File: src/sbr_pkg.sv
/*
 * Shared constants, command codes and carrier structs for the status byte
 * and standard event reporting block.
 * Assumes a command parser on the same clock that decodes the controller's
 * text commands into the command codes below.
 */
package sbr_pkg;

    localparam int REG_W   = 8;
    localparam int ERR_W   = 16;
    localparam int ERRQ_DEPTH = 8;

    // Status byte bit positions
    localparam int SB_ERRQ_BIT = 2;
    localparam int SB_MAV_BIT  = 4;
    localparam int SB_ESUM_BIT = 5;
    localparam int SB_MSS_BIT  = 6;

    // Standard event bit positions
    localparam int EV_OPC_BIT  = 0;
    localparam int EV_QRY_BIT  = 2;
    localparam int EV_DEV_BIT  = 3;
    localparam int EV_EXE_BIT  = 4;
    localparam int EV_CMD_BIT  = 5;
    localparam int EV_USR_BIT  = 6;
    localparam int EV_PON_BIT  = 7;

    // Reset values: the power-on event is already latched when reset releases
    localparam logic [7:0] EV_RESET       = 8'h80;
    localparam logic [7:0] EV_MASK_RESET  = 8'h00;
    localparam logic [7:0] SRQ_MASK_RESET = 8'h00;
    // Writable bits of the service request mask; bit 6 always reads zero
    localparam logic [7:0] SRQ_MASK_WR    = 8'hBF;

    // Error number ranges and substitutes for out-of-range numbers
    localparam logic signed [15:0] DEV_ERR_HI  = -16'sd300;
    localparam logic signed [15:0] DEV_ERR_LO  = -16'sd399;
    localparam logic signed [15:0] EXE_ERR_HI  = -16'sd200;
    localparam logic signed [15:0] EXE_ERR_LO  = -16'sd300;
    localparam logic signed [15:0] CMD_ERR_HI  = -16'sd100;
    localparam logic signed [15:0] CMD_ERR_LO  = -16'sd200;
    localparam logic [15:0]        NO_ERROR    = 16'h0000;

    typedef enum logic [3:0] {
        CMD_NONE          = 4'h0,
        CMD_SB_QUERY      = 4'h1,
        CMD_EV_QUERY      = 4'h2,
        CMD_EVMASK_SET    = 4'h3,
        CMD_EVMASK_QUERY  = 4'h4,
        CMD_SRQMASK_SET   = 4'h5,
        CMD_SRQMASK_QUERY = 4'h6,
        CMD_OPC           = 4'h7,
        CMD_ERR_QUERY     = 4'h8,
        CMD_CLEAR         = 4'h9
    } sbr_cmd_t;

    typedef struct packed {
        logic       valid;
        sbr_cmd_t   code;
        logic [7:0] data;
    } sbr_cmd_req_t;

    typedef struct packed {
        logic               valid;
        logic signed [15:0] code;
    } sbr_err_evt_t;

    typedef struct packed {
        logic        valid;
        logic [15:0] data;
    } sbr_rsp_t;

endpackage

File: src/sbr_pin_sync.sv
/*
 * Three-stage synchroniser for a level arriving from outside the clock domain.
 * The output follows only once the second and third stages agree.
 */
`timescale 1ns/1ns
module sbr_pin_sync (
    input  wire logic clk_i,
    input  wire logic nrst_i,
    input  wire logic ce_i,
    input  wire logic pin_i,
    output logic      level_o
);
    logic [2:0] stage;
    logic [2:0] next_stage;
    logic       next_level;

    always_comb begin
        next_stage = {stage[1:0], pin_i};
        next_level = level_o;
        if (stage[2] == stage[1]) begin
            next_level = stage[2];
        end
    end

    always_ff @(posedge clk_i or negedge nrst_i) begin
        if (!nrst_i) begin
            stage   <= 3'h0;
            level_o <= 1'b0;
        end else if (ce_i) begin
            stage   <= next_stage;
            level_o <= next_level;
        end
    end
endmodule

File: src/sbr_err_queue.sv
/*
 * Error queue: a small FIFO of error numbers whose head is always held in a
 * register. Assumes push and pop are single-cycle strobes on the same clock.
 */
`timescale 1ns/1ns
module sbr_err_queue #(
    parameter int WIDTH = 16,
    parameter int DEPTH = 8
) (
    input  wire logic             clk_i,
    input  wire logic             nrst_i,
    input  wire logic             ce_i,
    input  wire logic             clr_i,
    input  wire logic             push_i,
    input  wire logic [WIDTH-1:0] push_data_i,
    input  wire logic             pop_i,
    output logic      [WIDTH-1:0] head_o,
    output logic                  empty_o
);
    localparam int PW = (DEPTH > 1) ? $clog2(DEPTH) : 1;
    localparam int CW = $clog2(DEPTH + 1);

    logic [WIDTH-1:0] mem [DEPTH];
    logic [PW-1:0]    rd_ptr;
    logic [PW-1:0]    wr_ptr;
    logic [CW-1:0]    count;
    logic [PW-1:0]    next_rd_ptr;
    logic [PW-1:0]    next_wr_ptr;
    logic [CW-1:0]    next_count;
    logic [WIDTH-1:0] next_head;
    logic             do_push;
    logic             do_pop;

    function automatic logic [PW-1:0] inc(input logic [PW-1:0] p);
        inc = (p == PW'(DEPTH - 1)) ? '0 : p + PW'(1);
    endfunction

    always_comb begin
        do_pop      = pop_i && (count != '0);
        // A full queue drops new entries unless one leaves or a clear comes in the same cycle
        do_push     = push_i && ((count != CW'(DEPTH)) || do_pop || clr_i);
        next_rd_ptr = do_pop ? inc(rd_ptr) : rd_ptr;
        next_wr_ptr = do_push ? inc(wr_ptr) : wr_ptr;
        next_count  = count + CW'(do_push) - CW'(do_pop);
        next_head   = head_o;
        if (do_pop) begin
            if (count > CW'(1)) begin
                next_head = mem[inc(rd_ptr)];
            end else if (do_push) begin
                next_head = push_data_i;
            end else begin
                next_head = '0;
            end
        end else if (do_push && count == '0) begin
            next_head = push_data_i;
        end
        if (clr_i) begin
            // A push in the clearing cycle survives so a fresh fault is not lost
            next_rd_ptr = wr_ptr;
            next_wr_ptr = do_push ? inc(wr_ptr) : wr_ptr;
            next_count  = do_push ? CW'(1) : '0;
            next_head   = do_push ? push_data_i : '0;
        end
    end

    generate
        for (genvar i = 0; i < DEPTH; i++) begin : g_entry
            always_ff @(posedge clk_i or negedge nrst_i) begin
                if (!nrst_i) begin
                    mem[i] <= '0;
                end else if (ce_i && do_push && wr_ptr == PW'(i)) begin
                    mem[i] <= push_data_i;
                end
            end
        end
    endgenerate

    always_ff @(posedge clk_i or negedge nrst_i) begin
        if (!nrst_i) begin
            rd_ptr <= '0;
            wr_ptr <= '0;
            count  <= '0;
            head_o <= '0;
        end else if (ce_i) begin
            rd_ptr <= next_rd_ptr;
            wr_ptr <= next_wr_ptr;
            count  <= next_count;
            head_o <= next_head;
        end
    end

    assign empty_o = (count == '0);
endmodule

File: src/sbr_status_top.sv
/*
 * Status byte, standard event register, their enable masks and the error
 * queue behind them, driven by decoded controller commands.
 * Assumes a command parser on CORE_CLK_I delivering one-cycle command and
 * error strobes, and an output buffer that reports its own message level.
 * The local-control key arrives asynchronously on a pin.
 */
`timescale 1ns/1ns
// Function
// - Status byte query returns byte unchanged
// - Queued error sets bit 2, requests service
// - Bit 4 while response message readable
// - Bit 5 is OR of enabled events
// - Bit 6 when enabled status bit set
// - Operation complete sets event bit 0
// - Bad read or unread response: bit 2
// - Device fault: bit 3, queue -300..-399 or positive
// - Execution fault: bit 4, queue -200..-300
// - Command fault: bit 5, queue -100..-200
// - Local key sets event bit 6
// - Power-up sets event bit 7
// - Event query; event mask write and read
// - Reading event register clears it
// - Service mask bit 6 always zero
module sbr_status_top
    import sbr_pkg::*;
#(
    parameter int ERRQ_DEPTH_P = sbr_pkg::ERRQ_DEPTH
) (
    input  wire logic                  CORE_CLK_I,
    input  wire logic                  NRST_I,
    input  wire logic                  CE_I,
    input  wire sbr_pkg::sbr_cmd_req_t CMD_I,
    input  wire logic                  RD_REQ_I,
    input  wire logic                  MAV_I,
    input  wire logic                  ALL_DONE_I,
    input  wire sbr_pkg::sbr_err_evt_t DEV_ERR_I,
    input  wire sbr_pkg::sbr_err_evt_t EXE_ERR_I,
    input  wire sbr_pkg::sbr_err_evt_t CMD_ERR_I,
    input  wire logic                  LOCAL_KEY_I,
    output sbr_pkg::sbr_rsp_t          RSP_O,
    output logic [7:0]                 STATUS_BYTE_O,
    output logic                       SRQ_O
);
    import sbr_pkg::*;

    typedef enum logic [0:0] {
        ST_IDLE = 1'b0,
        ST_HOLD = 1'b1
    } sbr_state_t;

    sbr_state_t        state;
    sbr_state_t        next_state;
    sbr_rsp_t          next_rsp;

    logic [7:0]        ev_status;
    logic [7:0]        ev_mask;
    logic [7:0]        srq_mask;
    logic              opc_armed;
    logic              key_prev;
    logic [7:0]        next_ev_status;
    logic [7:0]        next_ev_mask;
    logic [7:0]        next_srq_mask;
    logic              next_opc_armed;
    logic [7:0]        next_status_byte;
    logic              next_srq;

    logic              key_level;
    logic [7:0]        sb_now;
    logic [7:0]        ev_set;
    logic              cmd_take;
    logic              qry_err;
    logic              user_req;

    logic [ERR_W-1:0]  errq_head;
    logic              errq_empty;
    logic              errq_push;
    logic [ERR_W-1:0]  errq_data;
    logic              errq_pop;
    logic              errq_clr;

    // Keep an error number inside its class range; out-of-range numbers fall
    // back to the top of the range; the execution and device tops -200 and -300 also lie in the range above.
    function automatic logic [15:0] fix_code(
        input logic signed [15:0] code,
        input logic signed [15:0] hi,
        input logic signed [15:0] lo,
        input logic               allow_pos
    );
        if ((code <= hi && code >= lo) || (allow_pos && code > 16'sd0)) begin
            fix_code = code;
        end else begin
            fix_code = hi;
        end
    endfunction

    sbr_pin_sync u_key_sync (
        .clk_i   (CORE_CLK_I),
        .nrst_i  (NRST_I),
        .ce_i    (CE_I),
        .pin_i   (LOCAL_KEY_I),
        .level_o (key_level)
    );

    sbr_err_queue #(
        .WIDTH (ERR_W),
        .DEPTH (ERRQ_DEPTH_P)
    ) u_err_queue (
        .clk_i       (CORE_CLK_I),
        .nrst_i      (NRST_I),
        .ce_i        (CE_I),
        .clr_i       (errq_clr),
        .push_i      (errq_push),
        .push_data_i (errq_data),
        .pop_i       (errq_pop),
        .head_o      (errq_head),
        .empty_o     (errq_empty)
    );

    // Present status byte; undefined bits stay zero
    always_comb begin
        sb_now                = 8'h00;
        sb_now[SB_ERRQ_BIT]   = !errq_empty;
        sb_now[SB_MAV_BIT]    = MAV_I || (state == ST_HOLD);
        sb_now[SB_ESUM_BIT]   = |(ev_status & ev_mask);
        sb_now[SB_MSS_BIT]    = |(sb_now & srq_mask);
    end

    // Error queue feed: one entry per cycle, command errors first
    always_comb begin
        errq_push = 1'b0;
        errq_data = NO_ERROR;
        if (CMD_ERR_I.valid) begin
            errq_push = 1'b1;
            errq_data = fix_code(CMD_ERR_I.code, CMD_ERR_HI, CMD_ERR_LO, 1'b0);
        end else if (EXE_ERR_I.valid) begin
            errq_push = 1'b1;
            errq_data = fix_code(EXE_ERR_I.code, EXE_ERR_HI, EXE_ERR_LO, 1'b0);
        end else if (DEV_ERR_I.valid) begin
            errq_push = 1'b1;
            errq_data = fix_code(DEV_ERR_I.code, DEV_ERR_HI, DEV_ERR_LO, 1'b1);
        end
    end

    // Command handling and response holding
    always_comb begin
        cmd_take   = CMD_I.valid && CMD_I.code != CMD_NONE;
        next_state = state;
        next_rsp   = RSP_O;
        errq_pop   = 1'b0;
        errq_clr   = 1'b0;
        qry_err    = 1'b0;

        if (state == ST_HOLD && RD_REQ_I) begin
            next_state     = ST_IDLE;
            next_rsp.valid = 1'b0;
        end else if (state == ST_IDLE && RD_REQ_I && !MAV_I) begin
            qry_err = 1'b1;
        end

        if (cmd_take) begin
            // Unread answer abandoned by a new instruction
            if (state == ST_HOLD && !RD_REQ_I) begin
                qry_err        = 1'b1;
                next_state     = ST_IDLE;
                next_rsp.valid = 1'b0;
            end
            case (CMD_I.code)
                CMD_SB_QUERY: begin
                    next_rsp = '{valid: 1'b1, data: {8'h00, sb_now}};
                end
                CMD_EV_QUERY: begin
                    next_rsp = '{valid: 1'b1, data: {8'h00, ev_status}};
                end
                CMD_EVMASK_QUERY: begin
                    next_rsp = '{valid: 1'b1, data: {8'h00, ev_mask}};
                end
                CMD_SRQMASK_QUERY: begin
                    next_rsp = '{valid: 1'b1, data: {8'h00, srq_mask}};
                end
                CMD_ERR_QUERY: begin
                    next_rsp = '{valid: 1'b1, data: errq_empty ? NO_ERROR : errq_head};
                    errq_pop = 1'b1;
                end
                CMD_CLEAR: begin
                    errq_clr = 1'b1;
                end
                default: begin
                end
            endcase
            if (CMD_I.code == CMD_SB_QUERY || CMD_I.code == CMD_EV_QUERY ||
                CMD_I.code == CMD_EVMASK_QUERY || CMD_I.code == CMD_SRQMASK_QUERY ||
                CMD_I.code == CMD_ERR_QUERY) begin
                next_state = ST_HOLD;
            end
        end
    end

    // Event register, masks and operation-complete tracking
    always_comb begin
        user_req       = key_level && !key_prev;
        next_opc_armed = opc_armed;
        next_ev_mask   = ev_mask;
        next_srq_mask  = srq_mask;

        ev_set              = 8'h00;
        ev_set[EV_OPC_BIT]  = opc_armed && ALL_DONE_I;
        ev_set[EV_QRY_BIT]  = qry_err;
        ev_set[EV_DEV_BIT]  = DEV_ERR_I.valid;
        ev_set[EV_EXE_BIT]  = EXE_ERR_I.valid;
        ev_set[EV_CMD_BIT]  = CMD_ERR_I.valid;
        ev_set[EV_USR_BIT]  = user_req;

        if (opc_armed && ALL_DONE_I) begin
            next_opc_armed = 1'b0;
        end

        // A read or clear empties the register, but an event in that same
        // cycle still lands so nothing is lost between two reads.
        next_ev_status = ev_status;
        if (cmd_take && (CMD_I.code == CMD_EV_QUERY || CMD_I.code == CMD_CLEAR)) begin
            next_ev_status = 8'h00;
        end
        next_ev_status = next_ev_status | ev_set;

        if (cmd_take) begin
            case (CMD_I.code)
                CMD_OPC: begin
                    // Arm now; completion is judged from the next cycle on
                    next_opc_armed = 1'b1;
                end
                CMD_EVMASK_SET: begin
                    next_ev_mask = CMD_I.data;
                end
                CMD_SRQMASK_SET: begin
                    next_srq_mask = CMD_I.data & SRQ_MASK_WR;
                end
                CMD_CLEAR: begin
                    next_opc_armed = 1'b0;
                end
                default: begin
                end
            endcase
        end

        next_status_byte = sb_now;
        next_srq         = sb_now[SB_MSS_BIT];
    end

    always_ff @(posedge CORE_CLK_I or negedge NRST_I) begin
        if (!NRST_I) begin
            state     <= ST_IDLE;
            RSP_O     <= '0;
        end else if (CE_I) begin
            state     <= next_state;
            RSP_O     <= next_rsp;
        end
    end

    always_ff @(posedge CORE_CLK_I or negedge NRST_I) begin
        if (!NRST_I) begin
            ev_status     <= EV_RESET;
            ev_mask       <= EV_MASK_RESET;
            srq_mask      <= SRQ_MASK_RESET;
            opc_armed     <= 1'b0;
            key_prev      <= 1'b0;
            STATUS_BYTE_O <= 8'h00;
            SRQ_O         <= 1'b0;
        end else if (CE_I) begin
            ev_status     <= next_ev_status;
            ev_mask       <= next_ev_mask;
            srq_mask      <= next_srq_mask;
            opc_armed     <= next_opc_armed;
            key_prev      <= key_level;
            STATUS_BYTE_O <= next_status_byte;
            SRQ_O         <= next_srq;
        end
    end

endmodule

File: config.mk
export PLATFORM = sky130hd
export DESIGN_NAME = sbr_status_top
export DESIGN_NICKNAME = d
export VERILOG_FILES = /design/src/sbr_pkg.sv /design/src/sbr_pin_sync.sv /design/src/sbr_err_queue.sv /design/src/sbr_status_top.sv
export SDC_FILE = /design/constraint.sdc
export NUM_CORES = 1
export LEC_CHECK = 0
export BUFFER_PORTS_ARGS = -buffer_cell sky130_fd_sc_hd__buf_2
export CORE_MARGIN = 3
export CORE_UTILIZATION = 40
export DETAILED_ROUTE_END_ITERATION = 8
export PLACE_DENSITY = 0.66
export SETUP_SLACK_MARGIN = 0.2
export SLEW_MARGIN = 10
export SYNTH_ARGS = -nofsm -noshare
export SYNTH_HDL_FRONTEND = slang
export SYNTH_HIERARCHICAL = 1
export SYNTH_SLANG_ARGS = --single-unit
export TNS_END_PERCENT = 30
File: constraint.sdc
create_clock -name CORE_CLK_I -period 2.4 [get_ports CORE_CLK_I]
set_input_delay 0.6 -clock CORE_CLK_I [delete_from_list [all_inputs] [get_ports CORE_CLK_I]]
set_output_delay 0.6 -clock CORE_CLK_I [all_outputs]
set_load 0.02 [all_outputs]
==> run summary <==
worst skew pair latency: 0.51 ns
final hold slack: 0.0291 ns
Max-Slew Margin vs Limit: 56.1%
Post-synth ARST share: 100%
met2 WL: 13900 um
VDD IR-drop max: 894 uV
Sequential Power Share: 36.3%
M1 wire length: 13200 um
n_diodes: 0
Post-Route WL: 30000 um
CTS sink count: 204
Detailed Place HPWL: 17700 um
sw power: 5.37 mW
clk_skew: 0.0100 ns
HP Class: in -> async
Clock Pin Slew Worst Setup and Hold Paths: 0.06 ns
critical path class: reg -> reg
Synth area leaders: dfrtp_1 (49%), mux2_2 (18%), o21ai_0 (3.7%)
placeable core area: 0.0253 mm^2
largest net degree at the start of global routing: 58
DR WL met3: 2030 um
Gate power share: 41.6%
Initial Utilization: 40.9%
crit path time final: 2.39 ns
Final Util: 53.1%
WP data arrival: 2.79 ns
max-cap viol count: 0
Final Cycle Share: 99.8%
static leakage: 5.93 nW
first-pass GRT wire length: 44000 um
Worst Tran Pin Value: 0.653 ns
critical path startpoint category: flip-flop
RSZ-0062 raised after global routing: yes
post-layout net count: 1154
total global routing overflow: 0
layout cells sized above 1: 45.6%
Switching Share: 34.6%
clk buf depth: 3
initial DRC count: 578
top cell type's share of synthesized area: 49.2%
GP Congestion: 0.840
nature of the critical path endpoint: flip-flop
all-layer global routing usage: 19.5%
number of global-route vias before repair: 7937
post-DR wirelength/cell: 21.2 um
DR vias/cell: 5.72
TritonCTS buffer count: 23
Filler cells: 2192
initial antenna violation count: 0
CTS tree: done
Post-synth EDFFs: 0
Power Total: 15.5 mW
synthesized cell area: 0.0103 mm^2
area delta synth->final: 29.9%
setup violators final: 0
synthesis-stage register bit count: 204
non-filler cells, final: 1415
CTS HTree Levels: 1
ys flop type: dfrtp_1
Worst Path Required: 2.79 ns
Die Height: 167 um
Ports: 97
routed via count: 8094
status: complete, no violations
internal power: 10.2 mW
area of the die: 0.0278 mm^2
final hold vios: 0
Root Driver: clkbuf_16
setup ws final: 0.00543 ns
chip width: 167 um
Post-Syn Instances: 871
R2R cell count: 11
Syn. warnings: 6
Top Metal Used: met4
PortBufs: 92
Clock power frac: 22.1%
power per cell area: 1160 mW/mm^2
Slew Limit Fails: 0
Inst Count DP: 1353
pre-CTS setup slack: -0.499 ns
crit-path max FO: 8
distinct cell type count after synthesis: 72
Avg Inst Size Synth: 11.9 um^2
row cnt: 58
DRC viols: 0
Fmax: 418 MHz
Seq/Total Area, Yosys: 49.4%
Synth area leader: dfrtp_1
remaining antenna violation count after routing: 0
drt first pass iters: 5
## Yosys cell counts, types with 3 or more instances
library cell and count:
nand4_1 3, a211oi_1 17, a222oi_1 6, ha_1 14
a21oi_1 23, buf_4 11, or2_2 3, buf_2 15
a22oi_1 4, nand2b_1 11, inv_1 15, nand4b_1 4
nand2_1 40, nor4_1 4, nor3_1 9, a221o_1 17
nor3_2 3, a22o_1 12, clkbuf_1 18, nor2b_1 4
buf_6 8, mux2_2 162, a221oi_1 3, o21ai_1 3
nor3b_1 17, o211ai_1 19, a2bb2oi_1 3, dfrtp_1 203
nor2_1 28, nand3b_1 5, or3_1 6, a21o_1 8
nand3_1 9, o21ai_0 77, mux2i_1 36
## final cells by class
| type | count | area (um^2) | share of cell area [%] |
|---|---|---|---|
| inverter | 15 | 58.8 | 0.438 |
| multi-input combinational | 603 | 5300 | 39.5 |
| tap | 330 | 413 | 3.08 |
| timing repair buffer | 221 | 1790 | 13.4 |
| clock buffer | 32 | 689 | 5.14 |
| sequential | 204 | 5110 | 38.1 |
| clock inverter | 10 | 57.6 | 0.429 |
## critical path, stage by stage (launching register included)
cell,delay [ns]
dfrtp_1,0.34
inv_2,0.05
buf_4,0.13
buf_6,0.11
ha_4,0.15
and2b_2,0.25
o21ai_4,0.08
buf_4,0.15
buf_4,0.14
or3_4,0.38
buf_12,0.18
mux2_4,0.30
## layer usage
layer  global-route usage (%)  up-vias
met1                     27.7     4060
met4                     5.02        0
met2                     31.3      314
li1                         -     3659
met3                     3.04       61
met5                        0        -
## cell usage in the layout, fill, tap and decap left out, drive strengths merged, types with 4 or more instances in the layout
cell	netlist	final
buf	38	215
dfrtp	203	203
mux2	163	163
o21ai	82	82
nand2	42	43
clkbuf	18	38
mux2i	36	36
nor2	30	30
a21oi	24	25
o211ai	19	19
a221o	18	19
a211oi	18	18
nor3b	17	17
inv	15	16
ha	14	14
a22o	12	12
nor3	12	12
nand2b	11	11
nand3	9	9
clkinv	0	9
a21o	8	8
a222oi	6	6
or3	6	6
nand3b	5	5
nand4b	4	4
nor2b	4	4
a22oi	4	4
conb	1	4
and3	4	4
or2	4	4
nor4	4	4
## power by group through the flow
stage	registers, mW	logic, mW	clock network, mW
final	5.63	6.46	3.44
after global routing	5.79	6.90	3.62
after CTS	5.59	5.94	3.48
after detailed placement	5.63	5.74	0
after global placement	5.57	5.64	0
after floorplan	5.44	4.08	0
## sequential cells by signal (all words and copies together), names as in the netlist, 3 cells and up
register / flops
u_err_queue/count: 4
u_key_sync/stage: 3
RSP_O: 17
ev_status: 7
u_err_queue/mem: 128
u_err_queue/rd_ptr: 3
ev_mask: 8
u_err_queue/head_o: 16
srq_mask: 7
STATUS_BYTE_O: 3
u_err_queue/wr_ptr: 3
## final timing paths
check	from	endpoint	slack, ns
max	u_err_queue/count[2]$_DFFE_PN0P_	u_err_queue/mem[29]$_DFFE_PN0P_	0.005
min	NRST_I	ev_status[2]$_DFFE_PN0P_	0.03
max reg2reg	u_err_queue/count[2]$_DFFE_PN0P_	u_err_queue/mem[29]$_DFFE_PN0P_	0.005
min reg2reg	RSP_O[16]$_DFFE_PN0P_	RSP_O[16]$_DFFE_PN0P_	0.47
max in group asynchronous	NRST_I	u_err_queue/mem[45]$_DFFE_PN0P_	1.71
min in group CORE_CLK_I	LOCAL_KEY_I	u_key_sync/stage[0]$_DFFE_PN0P_	0.32
## stage by stage
step / setup TNS (ns) / instance area (um^2)
after CTS: 0 / 12900
after floorplan: -5.92 / 10500
after global placement: -40.06 / 12000
after global routing: -0.972 / 13400
after detailed placement: -44.61 / 12000
final: 0 / 13400
## logic make-up (layout without fill, tap and decap cells)
family	Yosys count	in the layout	share of synthesized area (%)
mux	199	199	21.3
fa+ha+maj	15	15	1.89
simple gates	167	168	9.04
other cells	1	4	0.0363
buf+inv	71	278	4.17
compound gates	211	214	13.9
flops	204	204	49.4
xor+xnor	3	3	0.254
## timing repair
item,CTS,global route
gates cloned,1,10
pin swaps,10,23
buffers inserted,5,4
gates resized for setup,30,68
hold buffers,0,0
setup endpoints to repair,103,158
Power figures use the tool's default switching activity.
